[config.mk]
export PLATFORM = sky130hd
export DESIGN_NAME = sbsr_status_reg
export DESIGN_NICKNAME = d
export VERILOG_FILES = /design/src/rtl/sbsr_pkg.sv /design/src/rtl/sbsr_status_reg.sv
export SDC_FILE = /design/constraint.sdc
export NUM_CORES = 1
export LEC_CHECK = 0
export BUFFER_PORTS_ARGS = -buffer_cell sky130_fd_sc_hd__buf_2
export CORE_UTILIZATION = 41
export DETAILED_ROUTE_END_ITERATION = 12
export PLACE_DENSITY = 0.84
export SETUP_SLACK_MARGIN = 0.15
export SYNTH_ARGS = -nofsm -noshare
export SYNTH_HDL_FRONTEND = slang
export SYNTH_SLANG_ARGS = --single-unit
export TNS_END_PERCENT = 1
[constraint.sdc]
create_clock -name core_clk -period 1.65 [get_ports core_clk]
set_clock_uncertainty 0.1 [all_clocks]
set_input_delay 0.33 -clock core_clk [delete_from_list [all_inputs] [get_ports core_clk]]
set_output_delay 0.33 -clock core_clk [all_outputs]
set_load 0.005 [all_outputs]
[src/rtl/sbsr_pkg.sv]
// Purpose: constants for the split bus status register
// Assumes: 32-bit register at configuration offset 0x44
// Notes:   field positions, fixed values and reset values
package sbsr_pkg;
  localparam logic [7:0]  SBSR_OFFSET          = 8'h44;
  localparam int          SBSR_RX_ERR_BIT      = 29;
  localparam int          SBSR_CUM_LO          = 26;
  localparam int          SBSR_OST_LO          = 23;
  localparam int          SBSR_MRC_LO          = 21;
  localparam int          SBSR_CPLX_BIT        = 20;
  localparam int          SBSR_UNEXP_BIT       = 19;
  localparam int          SBSR_DISC_BIT        = 18;
  localparam int          SBSR_FAST_BIT        = 17;
  localparam int          SBSR_WIDE_BIT        = 16;
  localparam int          SBSR_BUS_LO          = 8;
  localparam int          SBSR_DEV_LO          = 3;
  localparam logic [2:0]  SBSR_OUTSTANDING_VAL = 3'h2;
  localparam logic [1:0]  SBSR_READ_COUNT_VAL  = 2'h3;
  localparam logic [7:0]  SBSR_BUS_RESET       = 8'hFF;
  localparam logic [4:0]  SBSR_DEV_RESET       = 5'h1F;
  localparam logic [2:0]  SBSR_FUNC_VAL        = 3'h0;
endpackage

[src/rtl/sbsr_status_reg.sv]
// Purpose: split bus status register with capture of bus and device numbers
// Assumes: config decode done upstream; AD inputs already synchronous to core_clk
// Notes:   read data registered one cycle after cfgRdEn
`timescale 1ns/1ps
module sbsr_status_reg
  import sbsr_pkg::*;
(
  input  wire logic        core_clk,
  input  wire logic        reset,
  input  wire logic        clkEn,
  input  wire logic        cfgRdEn,
  input  wire logic        cfgWrEn,
  input  wire logic [7:0]  cfgAddr,
  input  wire logic [31:0] cfgWrData,
  input  wire logic        addrPhaseCfgWr,
  input  wire logic        attrPhaseCfgWr,
  input  wire logic [31:0] adBus,
  input  wire logic [1:0]  read_byte_count_setting,
  input  wire logic        rxSplitErrMsg,
  input  wire logic        unexpectedCompletion,
  input  wire logic        completionDiscarded,
  output logic      [31:0] cfgRdData,
  output logic      [15:0] requesterId
);
  import sbsr_pkg::*;

  // flag order: [2] rx error msg, [1] unexpected, [0] discarded
  logic [2:0]  flags_r;
  logic [2:0]  flags_nxt;
  logic [2:0]  events;
  logic [2:0]  clearMask;

  logic [7:0]  bus_segment_number_r;
  logic [7:0]  bus_segment_number_nxt;
  logic [4:0]  device_slot_number_r;
  logic [4:0]  device_slot_number_nxt;

  logic [31:0] cfgRdData_nxt;
  logic [15:0] requesterId_nxt;
  logic        wrHit;
  logic        rdHit;
  logic [2:0]  cumSize;
  logic [31:0] statusWord;

  // strobe qualified by the register offset
  function automatic logic hitsStatus(
    input logic       strobe,
    input logic [7:0] addr
  );
    hitsStatus = strobe && (addr == SBSR_OFFSET);
  endfunction

  // cumulative read size code for each read byte count setting
  function automatic logic [2:0] cumReadSize(
    input logic [1:0] setting
  );
    logic [2:0] size;
    size = 3'h1;
    unique case (setting)
      2'h0: begin
        size = 3'h1;
      end
      2'h1: begin
        size = 3'h2;
      end
      2'h2: begin
        size = 3'h3;
      end
      2'h3: begin
        size = 3'h4;
      end
    endcase
    cumReadSize = size;
  endfunction

  // ------------------------------------------------------------------
  // access decode
  // ------------------------------------------------------------------
  always_comb begin
    wrHit  = hitsStatus(cfgWrEn, cfgAddr);
    rdHit  = hitsStatus(cfgRdEn, cfgAddr);
    events = {rxSplitErrMsg, unexpectedCompletion, completionDiscarded};
    clearMask = 3'h0;
    // off-address writes and writes of zero leave the flags alone
    if (wrHit) begin
      clearMask[2] = cfgWrData[SBSR_RX_ERR_BIT];
      clearMask[1] = cfgWrData[SBSR_UNEXP_BIT];
      clearMask[0] = cfgWrData[SBSR_DISC_BIT];
    end
  end

  // ------------------------------------------------------------------
  // clearable error flags, one slice per flag
  // ------------------------------------------------------------------
  genvar gi;
  generate
    for (gi = 0; gi < 3; gi++) begin : g_flag
      // set is applied after clear so a coinciding event is not lost while clkEn is high
      always_comb begin
        flags_nxt[gi] = flags_r[gi];
        if (clearMask[gi]) begin
          flags_nxt[gi] = 1'b0;
        end
        if (events[gi]) begin
          flags_nxt[gi] = 1'b1;
        end
      end

      always_ff @(posedge core_clk or posedge reset) begin
        if (reset) begin
          flags_r[gi] <= 1'b0;
        end else if (clkEn) begin
          flags_r[gi] <= flags_nxt[gi];
        end
      end
    end
  endgenerate

  // ------------------------------------------------------------------
  // bus segment number, latched in the attribute phase
  // ------------------------------------------------------------------
  always_comb begin
    bus_segment_number_nxt = bus_segment_number_r;
    if (attrPhaseCfgWr) begin
      bus_segment_number_nxt = adBus[7:0];
    end
  end

  always_ff @(posedge core_clk or posedge reset) begin
    if (reset) begin
      bus_segment_number_r <= SBSR_BUS_RESET;
    end else if (clkEn) begin
      bus_segment_number_r <= bus_segment_number_nxt;
    end
  end

  // ------------------------------------------------------------------
  // device number, latched in the address phase
  // ------------------------------------------------------------------
  always_comb begin
    device_slot_number_nxt = device_slot_number_r;
    if (addrPhaseCfgWr) begin
      device_slot_number_nxt = adBus[15:11];
    end
  end

  always_ff @(posedge core_clk or posedge reset) begin
    if (reset) begin
      device_slot_number_r <= SBSR_DEV_RESET;
    end else if (clkEn) begin
      device_slot_number_r <= device_slot_number_nxt;
    end
  end

  // ------------------------------------------------------------------
  // status word assembly
  // ------------------------------------------------------------------
  always_comb begin
    // setting comes from software in the capability register
    cumSize    = cumReadSize(read_byte_count_setting);
    statusWord = 32'h0000_0000;
    statusWord[SBSR_RX_ERR_BIT]  = flags_r[2];
    statusWord[SBSR_CUM_LO +: 3] = cumSize;
    statusWord[SBSR_OST_LO +: 3] = SBSR_OUTSTANDING_VAL;
    statusWord[SBSR_MRC_LO +: 2] = SBSR_READ_COUNT_VAL;
    statusWord[SBSR_CPLX_BIT]    = 1'b1;
    statusWord[SBSR_UNEXP_BIT]   = flags_r[1];
    statusWord[SBSR_DISC_BIT]    = flags_r[0];
    statusWord[SBSR_FAST_BIT]    = 1'b1;
    statusWord[SBSR_WIDE_BIT]    = 1'b1;
    statusWord[SBSR_BUS_LO +: 8] = bus_segment_number_r;
    statusWord[SBSR_DEV_LO +: 5] = device_slot_number_r;
    statusWord[2:0]              = SBSR_FUNC_VAL;
  end

  // ------------------------------------------------------------------
  // registered read data
  // ------------------------------------------------------------------
  always_comb begin
    // zero outside a hit read keeps a shared read mux a plain OR
    cfgRdData_nxt = 32'h0000_0000;
    if (rdHit) begin
      cfgRdData_nxt = statusWord;
    end
  end

  always_ff @(posedge core_clk or posedge reset) begin
    if (reset) begin
      cfgRdData <= 32'h0000_0000;
    end else if (clkEn) begin
      cfgRdData <= cfgRdData_nxt;
    end
  end

  // ------------------------------------------------------------------
  // requester and completer identifier
  // ------------------------------------------------------------------
  always_comb begin
    // built from next values so the id follows a capture at once
    requesterId_nxt = {bus_segment_number_nxt, device_slot_number_nxt,
                       SBSR_FUNC_VAL};
  end

  always_ff @(posedge core_clk or posedge reset) begin
    if (reset) begin
      requesterId <= {SBSR_BUS_RESET, SBSR_DEV_RESET, SBSR_FUNC_VAL};
    end else if (clkEn) begin
      requesterId <= requesterId_nxt;
    end
  end
endmodule

==> insert_results.sql <==
INSERT INTO impl_metrics (metric_group, metric, value, unit) VALUES
('status', 'outcome', 'completed', ''),
('layout', 'commonest_cells_after_routing_fill_and_taps_aside', 'buf_2, dfrtp_1, a22o_2', ''),
('hold_path', 'hp-class', 'in2async', ''),
('floorplan', 'io-pin-count', '132', ''),
('synthesis', 'post_synth_num_cell_types', '22', ''),
('floorplan', 'floorplan.die.height', '64.48', 'microns'),
('layout', 'finish.cell_count_without_fillers', '240', ''),
('clocking', 'post_cts.resized_instances', '0', ''),
('global_route', 'grt_start_max_net_pins', '37', ''),
('worst_setup_path', 'slowest_delay', '0.55', 'ns'),
('floorplan', 'fp.dieW', '64.48', 'microns'),
('job', 'drv_cap', '0', ''),
('synthesis', 'ys_seq_elements', '36', ''),
('clocking', 'clock_buffer_count_from_cts', '5', ''),
('drt', 'post_drt_via_cell_ratio', '4.779', ''),
('sta', 'hold_viol', '0', ''),
('worst_setup_path', 'cp-end-kind', 'flip-flop', ''),
('pwr', 'p_int', '1421', 'uW'),
('synthesis', 'synthTopCellsByArea', 'dfrtp_1, dfstp_2, a22o_2, mux2_2, buf_4', ''),
('clocking', 'worst_skew_pair.late_latency', '0.28', 'ns'),
('global_route', 'grt_pass1_wl', '4961', 'microns'),
('place', 'quantity_of_i_o_buffers_inserted_on_ports', '73', ''),
('synthesis', 'syn-cell-area', '0.001600', 'sq mm'),
('worst_setup_path', 'cp_slowest_cell', 'or4b_4', ''),
('worst_setup_path', 'crit_path_cell_trace', 'buf_2, or4b_4, nor4b_4, buf_12, a22o_2', ''),
('worst_setup_path', 'worst_ep_required_time', '1.77', 'ns'),
('pwr', 'part_of_the_total_power_dissipated_in_combinational_logic', '11.6', '%'),
('global_route', 'vias_in_the_first_global_route', '1038', ''),
('clocking', 'clk_path_buf_depth', '2', ''),
('layout', 'layout_cells_sized_above_1', '67.71', '%'),
('worst_setup_path', 'timing.critical_path.from_type', 'input pin', ''),
('place', 'dp_hpwl', '2418', 'microns'),
('synthesis', 'synth_warnings', '0', ''),
('pwr', 'vdd_drop_max', '615.8', 'uV'),
('worst_setup_path', 'cpLargestDelayFamily', 'simple AND/OR/NAND/NOR gates', ''),
('sta', 'fmax', '680.7', 'MHz'),
('floorplan', 'core', '0.003689', 'sq mm'),
('drt', 'post-route-drc-count', '0', ''),
('drt', 'detailroute.via_count', '1147', ''),
('synthesis', 'synth.avg_cell_area', '13.56', 'sq um'),
('layout', 'fin_nets', '278', ''),
('pwr', 'power.leakage', '0.001106', 'uW'),
('sta', 'timing.final.setup_violations', '0', ''),
('place', 'globalplace.congestion', '0.7570', ''),
('synthesis', 'synth_top_area_share', '35.97', '%'),
('worst_setup_path', 'crit_arrival', '1.59', 'ns'),
('global_route', 'gr-total-overflow', '0', ''),
('drt', 'routed_wire_length_per_instance', '13.17', 'microns'),
('pwr', 'clock_power_share', '33.8', '%'),
('worst_setup_path', 'timing.critical_path.fanout_max', '20', ''),
('layout', 'final.fill_count', '317', ''),
('global_route', 'initial_antenna_violation_count', '0', ''),
('sta', 'rsz0062_at_grt', 'no', ''),
('sta', 'final-max-slew-violation-count', '0', ''),
('floorplan', 'std_cell_rows', '22', ''),
('sta', 'final_critical_path_setup_slack', '0.1810', 'ns'),
('sta', 'whs', '0.03936', 'ns'),
('clocking', 'clkSlewWorstSetupHoldPaths', '0.06', 'ns'),
('clocking', 'post_cts_hold_buffer_count', '0', ''),
('clocking', 'cts_num_sinks', '36', ''),
('clocking', 'cts_tree', 'built', ''),
('clocking', 'cts_setup_buffers', '0', ''),
('drt', 'detail_route.first_pass.iterations', '4', ''),
('synthesis', 'async_reset_ff_share', '100.0', '%'),
('drt', 'drt-total-wl', '3161', 'microns'),
('synthesis', 'synth.largest_area_cell', 'dfrtp_1', ''),
('synthesis', 'syn-instance-count', '118', ''),
('layout', 'multiInputGateArea', '550.5', 'sq um'),
('drt', 'count_of_routing_violations_after_the_opening_detailed_route_iteration', '27', ''),
('place', 'placed_cell_count', '232', ''),
('layout', 'synthesis_to_finish_area_growth', '27.76', '%');
-- cell type report --
cell class / instances / area share [%]
inverter: 5 / 0.9180
multi-input combinational: 66 / 26.93
timing repair buffer: 77 / 19.95
clock buffer: 8 / 4.406
sequential: 36 / 44.86
tap: 48 / 2.938
-- cell usage after synthesis (3+ instances only) --
cell type	number
a31oi_1	3
inv_1	5
ha_1	3
a22o_2	17
dfrtp_1	23
dfstp_2	13
a21oi_1	6
nand2_1	5
mux2_2	13
buf_4	15
-- state kept, by name, indices dropped and copies added, names as in the netlist --
name / count
bus_segment_number_r: 7
cfgRdData: 20
device_slot_number_r: 4
flags_r: 3
requesterId: 2
-- per-stage QoR --
step	TNS (ns)	util, %	cell area [sq um]	total power [uW]
2_1_floorplan	0	-	1634	1133
4_1_cts	0	55.43	2044	1862
3_3_place_gp	-1.605	52.99	1954	1224
3_5_place_dp	-1.879	52.99	1954	1233
6_report	0	55.43	2044	1837
5_1_grt	0	55.43	2044	1932
-- power by group through the flow --
stage	clock [uW]	sequential, uW	combinational [uW]
floorplan	0	1020	115
global placement	0	1010	209
detailed placement	0	1020	215
CTS	644	1000	216
global route	686	1010	236
finish	621	1000	213
-- final timing paths --
| path | startpoint | to | slack, ns | cells past startpoint |
|---|---|---|---|---|
| hold / removal | reset | cfgRdData[26]$_DFFE_PP0P_ | 0.04 | 3 |
| max in group asynchronous | reset | bus_segment_number_r[0]$_DFFE_PP1P_ | 1.08 | 3 |
| setup reg to reg | cfgRdData[14]$_DFFE_PP0P_ | cfgRdData[14]$_DFFE_PP0P_ | 0.79 | 1 |
| min in group core_clk | adBus[0] | bus_segment_number_r[0]$_DFFE_PP1P_ | 0.18 | 2 |
| hold reg to reg | cfgRdData[28]$_DFFE_PP0P_ | cfgRdData[28]$_DFFE_PP0P_ | 0.41 | 1 |
| setup / recovery | cfgAddr[5] | cfgRdData[4]$_DFFE_PP0P_ | 0.18 | 5 |
-- layer usage --
layer / part of all wire (%) / global-route usage [%]
met1: 43 / 20.25
met5: 0 / 0
met4: 0.79 / 6.667
met2: 49 / 25.53
met3: 6.6 / 5.282
-- cell families after synthesis --
logic type / share of synthesized area (%)
simple gates: 5.317
fa+ha+maj: 2.346
buf+inv: 10.40
flops: 57.31
other cells: 0.2343
compound gates: 15.25
mux: 9.148
Power figures use the tool's default switching activity.
